===== src/shared/pls_map.svh =====
// Constants for the port link and lamp status block.
// Assumes a 25 MHz clock; included by the package and design files.
//
// Overview of operation
// - The drive takes its incoming serial data from the automation-to-drive pair.
// - The drive sends its serial data on the drive-to-automation pair.
// - The network port autonegotiates its link speed with the partner.
// - Straight mode drives the first pair, crossed mode drives the second pair.
// - With both lamps, link lamp follows carrier and no carrier clears both.
// - With both lamps, the traffic lamp blinks during traffic, else stays off.
// - With only the link lamp, it is off, steady on, or blinking with traffic.
`ifndef PLS_MAP_SVH
`define PLS_MAP_SVH

// ==========================================================================
// Timing
// ==========================================================================
`define PLS_CLK_HZ       25000000
`define PLS_BLINK_HZ     4
// Half period of the blink, in clock cycles (rounded down).
`define PLS_BLINK_HALF   (`PLS_CLK_HZ / (2 * `PLS_BLINK_HZ))
`define PLS_CNT_W        22
// Autonegotiation time limit before the link is declared failed.
`define PLS_ANEG_MS      10
`define PLS_ANEG_CYC     (`PLS_ANEG_MS * (`PLS_CLK_HZ / 1000))
`define PLS_ANEG_W       18
`define PLS_ONE          22'h00_0001

`endif


===== src/shared/pls_pkg.sv =====
// Types for the port link and lamp status block.
// Assumes the constants header is in the include path.
package pls_pkg;
  `include "pls_map.svh"

  typedef enum logic [3:0]
  {
    PLS_IDLE = 4'b0001,
    PLS_NEG  = 4'b0010,
    PLS_UP   = 4'b0100,
    PLS_FAIL = 4'b1000
  } pls_aneg_t;

  typedef enum logic [1:0]
  {
    PLS_SPD_10   = 2'h0,
    PLS_SPD_100  = 2'h1,
    PLS_SPD_1000 = 2'h2
  } pls_speed_t;
endpackage


===== src/shared/pls_blink_if.sv =====
// Carries the blink request and blink phase between the top and the divider.
// Assumes one clock shared by both ends.
`timescale 1ns/100ps
interface pls_blink_if;
  logic run;
  logic phase;
  modport ctl (output run, input phase);
  modport div (input run, output phase);
endinterface


===== src/hw/pls_blink_div.sv =====
// Blink divider for the status lamps.
// Assumes synchronous active low reset from the top module.
`timescale 1ns/100ps
`include "pls_map.svh"
module pls_blink_div
(
  // Clock and reset
  input  wire logic      clk,
  input  wire logic      rst_b,
  // Blink control
  pls_blink_if.div       bl
);
  import pls_pkg::*;

  logic [`PLS_CNT_W-1:0] cnt_r;
  logic [`PLS_CNT_W-1:0] cnt_nxt;
  logic                  ph_r;
  logic                  ph_nxt;

  // ========================================================================
  // Divider
  // ========================================================================
  // Counter is cleared and phase set to 1 as soon as activity drops, so no stale
  // toggle fires once the lamp has gone dark.
  always_comb
  begin
    cnt_nxt = cnt_r;
    ph_nxt  = ph_r;
    if (!bl.run)
    begin
      cnt_nxt = '0;
      ph_nxt  = 1'b1;
    end
    else if (cnt_r == `PLS_CNT_W'(`PLS_BLINK_HALF - 1))
    begin
      cnt_nxt = '0;
      ph_nxt  = ~ph_r;
    end
    else
    begin
      cnt_nxt = cnt_r + `PLS_ONE;
    end
  end

  always_ff @(posedge clk or negedge rst_b)
  begin
    if (!rst_b)
    begin
      cnt_r <= '0;
      ph_r  <= 1'b1;
    end
    else
    begin
      cnt_r <= cnt_nxt;
      ph_r  <= ph_nxt;
    end
  end

  assign bl.phase = ph_r;

  // ========================================================================
  // Checks
  // ========================================================================
  idle_phase_a: assert property (@(posedge clk) disable iff (!rst_b)
    !bl.run |=> ph_r && cnt_r == '0)
    else $error("blink not reset when idle");
  cnt_bound_a: assert property (@(posedge clk) disable iff (!rst_b)
    cnt_r < `PLS_CNT_W'(`PLS_BLINK_HALF))
    else $error("blink counter out of range");
  toggle_c: cover property (@(posedge clk) disable iff (!rst_b)
    bl.run && $changed(ph_r));
endmodule


===== src/hw/pls_port_top.sv =====
// Link direction, autonegotiation and status lamps of the drive port.
// Assumes all inputs are synchronous to clk; PHY pair drive is by enables.
`timescale 1ns/100ps
`include "pls_map.svh"
module pls_port_top
(
  // Clock and reset
  input  wire logic              clk,
  input  wire logic              rst_b,
  // Serial port
  input  wire logic              ser_a2d_rx,
  output logic                   ser_d2a_tx,
  output logic                   ser_rx_data,
  input  wire logic              ser_tx_data,
  // Network port configuration and status
  input  wire logic              net_crossed,
  input  wire logic              net_partner_ok,
  input  wire pls_pkg::pls_speed_t net_partner_spd,
  input  wire pls_pkg::pls_speed_t net_local_max,
  input  wire logic              net_carrier,
  input  wire logic              net_tx_act,
  input  wire logic              net_rx_act,
  input  wire logic              lamp_both,
  // Network pair drive enables and link status
  output logic                   first_pair_oe,
  output logic                   second_pair_oe,
  output logic                   link_up,
  output pls_pkg::pls_speed_t    link_speed,
  // Lamps
  output logic                   link_lamp,
  output logic                   traffic_lamp
);
  import pls_pkg::*;

  // ========================================================================
  // Reset release
  // ========================================================================
  logic rs1_r;
  logic rs2_r;
  always_ff @(posedge clk or negedge rst_b)
  begin
    if (!rst_b)
    begin
      rs1_r <= 1'b0;
      rs2_r <= 1'b0;
    end
    else
    begin
      rs1_r <= 1'b1;
      rs2_r <= rs1_r;
    end
  end
  logic srst_b;
  assign srst_b = rs2_r;

  // ========================================================================
  // Serial lanes
  // ========================================================================
  logic ser_tx_nxt;
  logic ser_rx_nxt;
  always_comb
  begin
    ser_rx_nxt = ser_a2d_rx;
    ser_tx_nxt = ser_tx_data;
  end

  // ========================================================================
  // Autonegotiation
  // ========================================================================
  function automatic pls_speed_t min_spd(input pls_speed_t a,
                                         input pls_speed_t b);
    min_spd = (a < b) ? a : b;
  endfunction

  pls_aneg_t               st_r;
  pls_aneg_t               st_nxt;
  logic [`PLS_ANEG_W-1:0]  tmr_r;
  logic [`PLS_ANEG_W-1:0]  tmr_nxt;
  pls_speed_t              spd_r;
  pls_speed_t              spd_nxt;

  // A partner that vanishes mid-link drops us back to idle; spd_r keeps the
  // last negotiated speed until the next negotiation.
  always_comb
  begin
    st_nxt  = st_r;
    tmr_nxt = tmr_r;
    spd_nxt = spd_r;
    unique case (st_r)
      PLS_IDLE:
      begin
        tmr_nxt = '0;
        if (net_carrier)
          st_nxt = PLS_NEG;
      end
      PLS_NEG:
      begin
        tmr_nxt = tmr_r + 1'b1;
        if (!net_carrier)
          st_nxt = PLS_IDLE;
        else if (net_partner_ok)
        begin
          spd_nxt = min_spd(net_partner_spd, net_local_max);
          st_nxt  = PLS_UP;
        end
        else if (tmr_r == `PLS_ANEG_W'(`PLS_ANEG_CYC - 1))
          st_nxt = PLS_FAIL;
      end
      PLS_UP:
      begin
        if (!net_carrier || !net_partner_ok)
          st_nxt = PLS_IDLE;
      end
      PLS_FAIL:
      begin
        if (!net_carrier)
          st_nxt = PLS_IDLE;
        else if (net_partner_ok)
          st_nxt = PLS_NEG;
      end
      default:
        st_nxt = PLS_IDLE;
    endcase
  end

  always_ff @(posedge clk or negedge rst_b)
  begin
    if (!rst_b)
    begin
      st_r  <= PLS_IDLE;
      tmr_r <= '0;
      spd_r <= PLS_SPD_10;
    end
    else if (!srst_b)
    begin
      st_r  <= PLS_IDLE;
      tmr_r <= '0;
      spd_r <= PLS_SPD_10;
    end
    else
    begin
      st_r  <= st_nxt;
      tmr_r <= tmr_nxt;
      spd_r <= spd_nxt;
    end
  end

  // ========================================================================
  // Blink divider
  // ========================================================================
  pls_blink_if bl ();
  logic act;
  assign act = net_carrier && (net_tx_act || net_rx_act);
  assign bl.run = act;

  pls_blink_div u_div
  (
    .clk   (clk),
    .rst_b (srst_b),
    .bl    (bl)
  );

  // ========================================================================
  // Outputs
  // ========================================================================
  logic fp_nxt;
  logic sp_nxt;
  logic ll_nxt;
  logic tl_nxt;
  always_comb
  begin
    fp_nxt = !net_crossed;
    sp_nxt = net_crossed;
    if (!net_carrier)
    begin
      ll_nxt = 1'b0;
      tl_nxt = 1'b0;
    end
    else if (lamp_both)
    begin
      ll_nxt = 1'b1;
      tl_nxt = act ? bl.phase : 1'b0;
    end
    else
    begin
      ll_nxt = act ? bl.phase : 1'b1;
      tl_nxt = 1'b0;
    end
  end

  always_ff @(posedge clk or negedge rst_b)
  begin
    if (!rst_b)
    begin
      ser_d2a_tx     <= 1'b1;
      ser_rx_data    <= 1'b1;
      first_pair_oe  <= 1'b0;
      second_pair_oe <= 1'b0;
      link_up        <= 1'b0;
      link_speed     <= PLS_SPD_10;
      link_lamp      <= 1'b0;
      traffic_lamp   <= 1'b0;
    end
    else
    begin
      ser_d2a_tx     <= ser_tx_nxt;
      ser_rx_data    <= ser_rx_nxt;
      first_pair_oe  <= fp_nxt;
      second_pair_oe <= sp_nxt;
      link_up        <= (st_r == PLS_UP);
      link_speed     <= spd_r;
      link_lamp      <= ll_nxt;
      traffic_lamp   <= tl_nxt;
    end
  end

  // ========================================================================
  // Checks
  // ========================================================================
  rx_lane_a: assert property (@(posedge clk) disable iff (!srst_b)
    ser_rx_data == $past(ser_a2d_rx))
    else $error("serial receive lane wrong");
  tx_lane_a: assert property (@(posedge clk) disable iff (!srst_b)
    ser_d2a_tx == $past(ser_tx_data))
    else $error("serial transmit lane wrong");
  pair_drive_a: assert property (@(posedge clk) disable iff (!srst_b)
    $past(net_crossed) |-> second_pair_oe && !first_pair_oe)
    else $error("crossed mode drives wrong pair");
  aneg_speed_a: assert property (@(posedge clk) disable iff (!srst_b)
    st_r == PLS_NEG && net_carrier && net_partner_ok
    |=> st_r == PLS_UP && spd_r <= net_local_max)
    else $error("negotiated speed above local limit");
  no_carrier_a: assert property (@(posedge clk) disable iff (!srst_b)
    !net_carrier |=> !link_lamp && !traffic_lamp)
    else $error("lamps lit without carrier");
  traffic_off_a: assert property (@(posedge clk) disable iff (!srst_b)
    !(net_tx_act || net_rx_act) |=> !traffic_lamp)
    else $error("traffic lamp lit while idle");
  single_lamp_a: assert property (@(posedge clk) disable iff (!srst_b)
    net_carrier && !lamp_both && !net_tx_act && !net_rx_act
    |=> link_lamp)
    else $error("single lamp not steady");
  link_steady_a: assert property (@(posedge clk) disable iff (!srst_b)
    net_carrier && lamp_both |=> link_lamp)
    else $error("link lamp off with carrier");
  blink_c: cover property (@(posedge clk) disable iff (!srst_b)
    lamp_both && act && traffic_lamp ##1 act && !traffic_lamp);
  up_c: cover property (@(posedge clk) disable iff (!srst_b)
    $rose(link_up));
  fail_c: cover property (@(posedge clk) disable iff (!srst_b)
    st_r == PLS_FAIL);
endmodule


===== config.mk =====
export PLATFORM = sky130hd
export DESIGN_NAME = pls_port_top
export DESIGN_NICKNAME = d
export VERILOG_FILES = /design/src/shared/pls_pkg.sv /design/src/shared/pls_blink_if.sv /design/src/hw/pls_blink_div.sv /design/src/hw/pls_port_top.sv
export VERILOG_INCLUDE_DIRS = /design/src /design/src/shared
export SDC_FILE = /design/constraint.sdc
export NUM_CORES = 1
export LEC_CHECK = 0
export CAP_MARGIN = 10
export CORE_AREA = 2 2 90 92
export CTS_BUF_LIST = sky130_fd_sc_hd__clkbuf_16
export DETAILED_ROUTE_END_ITERATION = 8
export DIE_AREA = 0 0 92 94
export DONT_BUFFER_PORTS = 1
export PLACE_DENSITY_LB_ADDON = 0.12
export SLEW_MARGIN = 40
export SYNTH_ARGS = -nofsm -noshare
export SYNTH_HDL_FRONTEND = slang
export SYNTH_HIERARCHICAL = 1
export SYNTH_SLANG_ARGS = --single-unit

===== constraint.sdc =====
create_clock -name clk -period 1.18 [get_ports clk]
set_clock_uncertainty 0.2 [all_clocks]
set_input_delay 0.059 -clock clk [delete_from_list [all_inputs] [get_ports clk]]
set_output_delay 0.059 -clock clk [all_outputs]
set_load 0.005 [all_outputs]

* Word level (Yosys, flattened, before mapping) *
Cells that the tools add are included.

cells by class
  add/subtract/negate cells = 2
  multiplexer cells = 26
  equality and inequality tests = 15
  $lt $le $gt $ge = 1
  bitwise gates (word level) = 1
  reduce and logical (&&, ||, !) cells = 8

operators with widths
  kind                   number
  $mux 22                2
  $pmux 18 s2            1
  $mux 4                 8
  $add 22x1->22 const B  1
  $eq 22x22->1 const B   1
  $add 18x1->18 const B  1
  $eq 18x18->1 const B   1
  $mux 18                1
  $pmux 4 s4             1
  $mux 2                 5
  $mux 1                 8
  $ne 3x3->1 const B     2
  $ne 5x5->1 const B     1
  $eq 4x1->1 const B     1
  $eq 4x2->1 const B     1
  $eq 4x3->1 const B     1
  $eq 4x4->1 const B     1
  $ne 2x1->1 const B     2
  $ne 2x2->1 const B     2
  $ne 4x4->1 const B     1
  $reduce_and 4->1       1
  $logic_not 1->1        3
  $ne 3x1->1 const B     1
  $reduce_and 3->1       1
  4 further kinds        5

word-level totals
  bits of input ports = 14
  register bits = 58

* Longest topological paths before layout *
Gate-level depths: netlist of the first run.

  depth in word-level cells = 6
  depth in mapped cells = 7
  depth with buffers taken out = 6

* By module *
The synthesis of the first run kept the hierarchy.

by module, submodules not included
  module         seq. area each (um2)  area an instance (um2)  instances  cells each
  pls_port_top   879.6                 1764.2                  1          181
  pls_blink_div  576.8                 1211.2                  1          128

* Worst setup path after synthesis of the first run *
OpenSTA, ideal clock, no wires.

  path kind = register to register
  start = register rs2_r
  end = register st_r[3]
  path slack = -1.187 ns
  clock period less this slack = 2.367 ns
  cell stages (with the launch flop) = 7
  path buffers = 1
  arrival = 2.046 ns
  cell sequence = dfrtp_1 -> buf_6 -> or3b_2 -> nor3_1 -> o21bai_1 -> nor2_1 -> o22a_1

between the ends
  longest elaborated chain between the ends = 2

ends and longest elaborated chain
  element                                              line                 text
  start, declared                                      pls_port_top.sv:39   logic rs2_r;
  start signal, assigned                               pls_port_top.sv:50   rs2_r <= rs1_r;
  $ne 5x5->1 (no source line) (tied with other cells)  n/a
  $reduce_and 4->1 (no source line)                    n/a
  end signal, assigned                                 pls_port_top.sv:142  st_r <= st_nxt;
  end, declared                                        pls_port_top.sv:75   pls_aneg_t st_r;

Parallel ways exist; a longest one is shown, timed or not.
A chain may end at the register's enable or synchronous reset.

* Worst setup path in the final report of the first run *
  start = register u_div.cnt_r[12]
  end = register u_div.cnt_r[20]

between the ends
  longest elaborated chain between the ends = 3

ends and longest elaborated chain
  element                                                                line                 text
  start, declared                                                        pls_blink_div.sv:15  logic [`PLS_CNT_W-1:0] cnt_r;
  start signal, assigned                                                 pls_blink_div.sv:54  cnt_r <= cnt_nxt;
  $add 22x1->22 (no source line) / $eq 22x22->1 (equally long branches)  n/a
  $mux 22 *                                                              pls_blink_div.sv:34  else if (cnt_r == `PLS_CNT_W'(`PLS_BLINK_HALF - 1))
  $mux 22 *                                                              pls_blink_div.sv:29  if (!bl.run)
  via u_div.cnt_nxt[20]                                                  pls_blink_div.sv:16  logic [`PLS_CNT_W-1:0] cnt_nxt;

Mark *: on every way through the listed nets, which the timed path passes. The rest lies on a longest branch.

==> results of run 1 <==
[power breakdown]
part | internal, mW | switching (mW)
registers | 2.03 | 0.0293
logic | 0.292 | 0.275
clock network | 2.04 | 0.914
total | 4.36 | 1.22
[worst max-delay path by stage]
stage	start	endpoint	depth (start not counted)
detailed placement	u_div/cnt_r[7]	u_div/cnt_r[17]	4
global route	u_div/cnt_r[6]	u_div/cnt_r[17]	4
global placement	u_div/cnt_r[7]	u_div/cnt_r[21]	4
CTS	u_div/cnt_r[0]	u_div/cnt_r[20]	5
floorplan	rs2_r	st_r[3]	6
finish	u_div/cnt_r[12]	u_div/cnt_r[20]	5
[registers in the layout, indices dropped and copies added, names as in the netlist]
register        flops
link_up             1
second_pair_oe      1
st_r                4
ser_d2a_tx          1
u_div/bl.phase      1
rs2_r               1
ser_rx_data         1
first_pair_oe       1
traffic_lamp        1
rs1_r               1
link_speed          2
link_lamp           1
spd_r               2
tmr_r              18
u_div/cnt_r        22
[per-stage QoR]
step | area, µm² | setup TNS (ps) | setup slack (ps)
global placement | 3780 | -27360 | -698.6
CTS | 4628 | -25530 | -673.1
floorplan | 3070 | -21460 | -708.1
global route | 4964 | -30970 | -751.2
detailed placement | 3780 | -28370 | -690.6
finish | 4964 | -27500 | -696.1
[routing by layer]
metal / up-vias / track usage [%] / part of all wire [%]
met3: 16 / 3.291 / 1.8
met4: 0 / 9.453 / 2.1
met2: 50 / 35.29 / 52
li1: 1416 / - / -
met1: 1454 / 24.91 / 44
met5: - / 0 / 0
[repair_timing]
action / CTS / global route
gates resized for setup: 70 / 46
pin swaps: 33 / 44
cloned: 1 / 1
endpoints found under the hold margin: 49 / 0
hold buffers: 13 / 0
setup endpoints to repair: 48 / 49
setup buffers: 14 / 16
[layout make-up]
cell class | count | area [µm²]
Fill cell | 597 | 2644
Clock buffer | 9 | 225.2
Sequential cell | 58 | 1466
Tap cell | 102 | 127.6
Multi-Input combinational cell | 231 | 1802
Clock inverter | 7 | 110.1
Inverter | 6 | 22.52
Timing Repair Buffer | 139 | 1210
[worst max-delay path, stage by stage, from the launching register on]
cell	delay (ps)
dfrtp_1	390
nand3_2	90
buf_4	150
or4_4	480
or3_4	340
a21oi_2	140
[synthesized netlist by cell type (3+ instances only)]
cell type	n	area share, %
o21ai_0	27	4.5
a31oi_1	5	1.1
ha_1	5	2.1
nand2_1	28	3.5
nor3_1	7	1.2
nand4_1	19	4.0
o31a_1	4	1.2
xnor2_1	11	3.2
and4_1	5	1.5
or3_1	3	0.63
dfrtp_1	54	45
xor2_1	6	1.8
nor2_1	28	3.5
inv_1	6	0.76
clkbuf_1	6	0.76
nand3_1	13	2.2
nor4_1	5	1.1
buf_2	4	0.67
and3_1	6	1.3
nor2b_1	4	0.84
dfstp_2	4	3.5
or4_1	4	1.0
buf_6	4	1.5
a21oi_1	12	2.0
nand2b_1	3	0.63
o31ai_1	5	1.3
[kinds of logic (layout without fill, tap and decap cells)]
| logic type | Yosys count | count (layout) | share of synthesized area [%] |
|---|---|---|---|
| flops | 58 | 58 | 48.95 |
| fa+ha+maj | 5 | 5 | 2.103 |
| buf+inv | 21 | 161 | 3.953 |
| xor+xnor | 17 | 17 | 5.004 |
| other cells | 1 | 1 | 0.1260 |
| simple gates | 140 | 140 | 25.99 |
| mux | 2 | 2 | 0.6729 |
| compound gates | 65 | 66 | 13.21 |
==> metrics.md, run 1 <==
| Metric | Value |
|---|---|
| Run status | `finished, violations left` |
| Violated checks | `hold timing, setup timing` |
| Final WS setup | `-696.1 ps` |
| 1st-pass router iterations | `4` |
| CTS buffer count | `9` |
| CTS H-tree lvls | `3` |
| Syn Nets | `around 330` |
| Yosys warning count | `6` |
| Seq cells post-synth | `58` |
| Fraction of registers with async set/reset | `100.0%` |
| Endpoints failing hold | `1` |
| FP Rows | `32` |
| Worst reg2reg path startpoint | `u_div/cnt_r[12]` |
| Layout Nets | `464` |
| Core Area | `7607 µm²` |
| WP data arrival | `1930 ps` |
| Commonest non-fill, non-tap cells in the layout | `97 x buf_4, 48 x dfrtp_1, 27 x buf_6` |
| Post-Synthesis Cell Area | `2975 µm²` |
| First-pass GRT wire length | `13.69 mm` |
| CTS Root Cell | `clkbuf_16` |
| Die width | `about 90 µm` |
| Total grt overflow | `0` |
| PwrDens | `1125 nW/µm²` |
| # IOs | `23` |
| Reg2reg end | `u_div/cnt_r[20]` |
| IO buf count | `0` |
| Max-slew violations | `0` |
| Die Area | `approximately 8600 µm²` |
| Detail Placement HPWL | `about 5.4 mm` |
| Die H | `roughly 94 µm` |
| Max IR drop VDD | `slightly above 900 µV` |
| DRC viols | `0` |
| Worst setup EP type | `register` |
| RePlAce Congestion | `0.8192` |
| Post-route minimum period | `1876 ps` |
| Tot Pwr | `5.582 mW` |
| Tot GR Track Use | `between 20 and 25%` |
| Finished Layout Cells | `552` |
| Initial DRC Count | `118` |
| WHS | `-0.04152 ps` |
| Clock Path Buffers | `2` |
| Detailed Route WL | `8.883 mm` |
| Flop2flop setup slack | `-700 ps` |
| Routed via count | `2936` |
| Worst Hold Class | `input port to async pin` |
| Crit Path Class | `register to register` |
| Layout Utilization | `65.25%` |
| Syn-to-layout area delta | `66.82%` |
| CTS clk-pin slew, worst paths | `60 ps` |
| CP Max Fanout | `3` |
| Avg Cell Area, Syn | `9.629 µm²` |
| Startpoint types | `register` |
| Vias in the first global route | `2964` |
| Antenna cells | `0` |
| Max-cap viol count | `0` |
| Layout cells sized above 1 | `48.00%` |
| Cells on worst reg2reg path | `5` |
| Most common library cell in the layout ignoring fill and taps | `buf_4` |
| Clock Latency Late Sink | `330 ps` |
| Initial Utilization | `39.11%` |
| Main synth FF type | `dfrtp_1` |
| Synth unique cells | `53` |
| Initial antenna violation count | `0` |
| Synth Instances | `approximately 310` |
| Post-placement cell count | `492` |
| Post-route clock period utilization | `159.0%` |
| Routed vias/inst | `5.319` |
| Register area share after synthesis | `between 40% and 50%` |
| Post-route ant nets | `0` |
| CTS tree | `yes` |
| Max Freq | `533.0 MHz` |
| TritonCTS Sinks | `58` |
| Routed len/inst | `16.09 µm` |
| Unrepaired setup endpoints after global routing | `yes` |
| Required time of the critical path | `~1200 ps` |
| Pin count of the biggest net entering global routing | `36` |
| EDFF count, synth | `0` |
| Lkg Pwr | `between 2 and 2.5 nW` |
| Setup Viol. Count Final | `48` |
Power figures use the tool's default switching activity.
==> inputs of run 2 (changes only) <==
--- a/config.mk
+++ b/config.mk
@@ -12,6 +12,7 @@
 export DETAILED_ROUTE_END_ITERATION = 8
 export DIE_AREA = 0 0 92 94
 export DONT_BUFFER_PORTS = 1
+export GPL_TIMING_DRIVEN = 0
 export PLACE_DENSITY_LB_ADDON = 0.12
 export SLEW_MARGIN = 40
 export SYNTH_ARGS = -nofsm -noshare
==> run 2 against run 1 <==
  * The flow still finishes with violations (hold timing, setup timing)
  * Largest cell class unchanged
  * Hold slack worse by 20 ps
  * Final cell count decreased by 10%
  * Critical path depth unchanged
  * Sequential power is essentially flat
  * Global-route usage fell by 1.4 points
  * First-iteration DRC count increased by 14%
  * Register-to-register slack got worse by 40 ps
  * Sequential share of layout area grew 2.7 points
  * Non-clock buffer count fell by 55
  * Die area is the same
  * Clock-buffer cell count unchanged
  * Core utilization down 5.0 points
==> metrics.md, run 2 (synthesis gave the netlist of run 1 again) <==
| Metric | Value |
|---|---|
| Area of the multi-input gates | `1823 µm²` |
| Layout Nets | `408` |
| Most common library cell in the layout ignoring fill and taps | `buf_4` |
| FP Rows | `32` |
| Post-route minimum period | `approximately 1900 ps` |
| Vias in the first global route | `2695` |
| Startpoint types | `register` |
| Worst Hold Class | `input port to async pin` |
| Lkg Pwr | `around 1.9 nW` |
| CTS clk-pin slew, worst paths | `50 ps` |
| IO buf count | `0` |
| Largest registers | `u_div/cnt_r x22, tmr_r x18, st_r x4` |
| Post-placement cell count | `411` |
| Initial DRC Count | `between 100 and 150` |
| Required time of the critical path | `1230 ps` |
| Placed Area | `3203 µm²` |
| Max IR drop VDD | `621.1 µV` |
| 1st-pass router iterations | `4` |
| Pre-CTS WS | `-898.0 ps` |
| Detailed Route WL | `8.203 mm` |
| Detail Placement HPWL | `4.397 mm` |
| CTS buffer count | `9` |
| Switching pwr | `1.175 mW` |
| Internal | `3.702 mW` |
| Number of flip-flops in the largest register | `22` |
| Post-Layout Inst Area | `4582 µm²` |
| Initial Utilization | `39.11%` |
| Sequential Power Share | `42.3%` |
| Routed vias/inst | `5.508` |
| CTS H-tree lvls | `3` |
| Layout Utilization | `60.23%` |
| Initial antenna violation count | `0` |
| Clock Path Buffers | `2` |
| Worst setup EP type | `register` |
| # IOs | `23` |
| Die H | `~94 µm` |
| Finished Layout Cells | `496` |
| RePlAce Congestion | `around 0.82` |
| Routed via count | `between 2000 and 3000` |
| Setup Viol. Count Final | `47` |
| Fillcell total | `~620` |
| WHS | `-20.41 ps` |
| Max-slew violations | `0` |
| Routed len/inst | `roughly 17 µm` |
| Layout cells sized above 1 | `between 40% and 50%` |
| Crit Path Class | `register to register` |
| Setup_tns | `-28980 ps` |
| Largest Register | `u_div/cnt_r` |
| Hold-fix buffers, CTS | `12` |
| Endpoints failing hold | `11` |
| WP data arrival | `between 1500 and 2000 ps` |
| Commonest non-fill, non-tap cells in the layout | `41 x buf_4, 39 x dfrtp_1, 27 x nand2_1` |
| Max-cap viol count | `0` |
| Core Area | `between 7000 and 8000 µm²` |
| DRC viols | `0` |
| CTS tree | `yes` |
| Tot GR Track Use | `19.01%` |
| Antenna cells | `0` |
| PwrDens | `1064 nW/µm²` |
| TritonCTS Sinks | `58` |
| Clock Latency Late Sink | `~320 ps` |
| Cells on worst reg2reg path | `5` |
| Run status | `finished, violations left` |
| Tot Pwr | `4.876 mW` |
| Register Area | `1478 µm²` |
| Comb pwr share | `11.9%` |
| Clock share of power | `45.8%` |
| Post-route clock period utilization | `162.0%` |
| Post-route ant nets | `0` |
| Max Freq | `roughly 520 MHz` |
| Die Area | `8648 µm²` |
| CP Max Fanout | `4` |
| Final WS setup | `-732.0 ps` |
| CTS Root Cell | `clkbuf_16` |
| Die width | `92 µm` |
| Switching Share | `around a quarter` |
| First-pass GRT wire length | `13.08 mm` |
| Syn-to-layout area delta | `53.99%` |
| Violated checks | `hold timing, setup timing` |
| Unrepaired setup endpoints after global routing | `yes` |
| Total grt overflow | `0` |
| Pin count of the biggest net entering global routing | `36` |
[run 2: cell count changes in the layout (fill, tap and decap cells not counted), sizes merged]
cell,delta
clkbuf,+3
dlymetal6s4s,-1
o31a,-1
bufinv,-3
inv,+1
clkinv,+2
buf,-57
[run 2: power by group through the flow]
stage	clock network, mW	logic [mW]	registers (mW)
final	2.23	0.580	2.06
after global routing	2.37	0.625	2.06
after CTS	2.28	0.495	2.06
after detailed placement	0	0.217	2.12
after global placement	0	0.214	2.12
after floorplan	0	0.173	2.10
[run 2: metal layers]
metal | vias up | GRT usage (%) | part of all wire, %
met1 | 1354 | 24.55 | 44
met4 | 0 | 7.214 | 1.8
li1 | 1296 | - | -
met2 | 68 | 32.17 | 51
met5 | - | 0 | 0
met3 | 14 | 3.050 | 3.3
[run 2: repair_timing]
item	4_1_cts	5_1_grt
pin swaps	31	18
gates resized for setup	70	56
buffers inserted	45	11
gates cloned	3	2
setup endpoints to repair	48	48
endpoints found under the hold margin	48	1
[run 2: worst paths after layout]
| kind | from | endpoint | slack [ps] |
|---|---|---|---|
| worst min register to register | rs2_r | u_div/cnt_r[4] | 110 |
| worst max register to register | u_div/cnt_r[0] | u_div/cnt_r[20] | -730 |
| max in group asynchronous | rs2_r | u_div/cnt_r[6] | 260 |
| min in group clk | net_carrier | st_r[0] | -20 |
| worst min-delay path | rst_b | tmr_r[11] | -20 |
| worst max-delay path | u_div/cnt_r[0] | u_div/cnt_r[20] | -730 |
[run 2: layout make-up]
type / count / area share [%]
Timing Repair Buffer: 72 / 15.89
Clock buffer: 9 / 4.915
Clock inverter: 7 / 0.6281
Tap cell: 102 / 2.785
Inverter: 6 / 0.4915
Sequential cell: 58 / 32.25
Multi-Input combinational cell: 230 / 39.79
Buffer: 12 / 3.250
[run 2: critical path, stage by stage (launching register included)]
cell and delay [ps]:
dfrtp_2 420, ha_4 150, nand3_2 110, or4_4 510, or3_4 340, a21oi_2 120
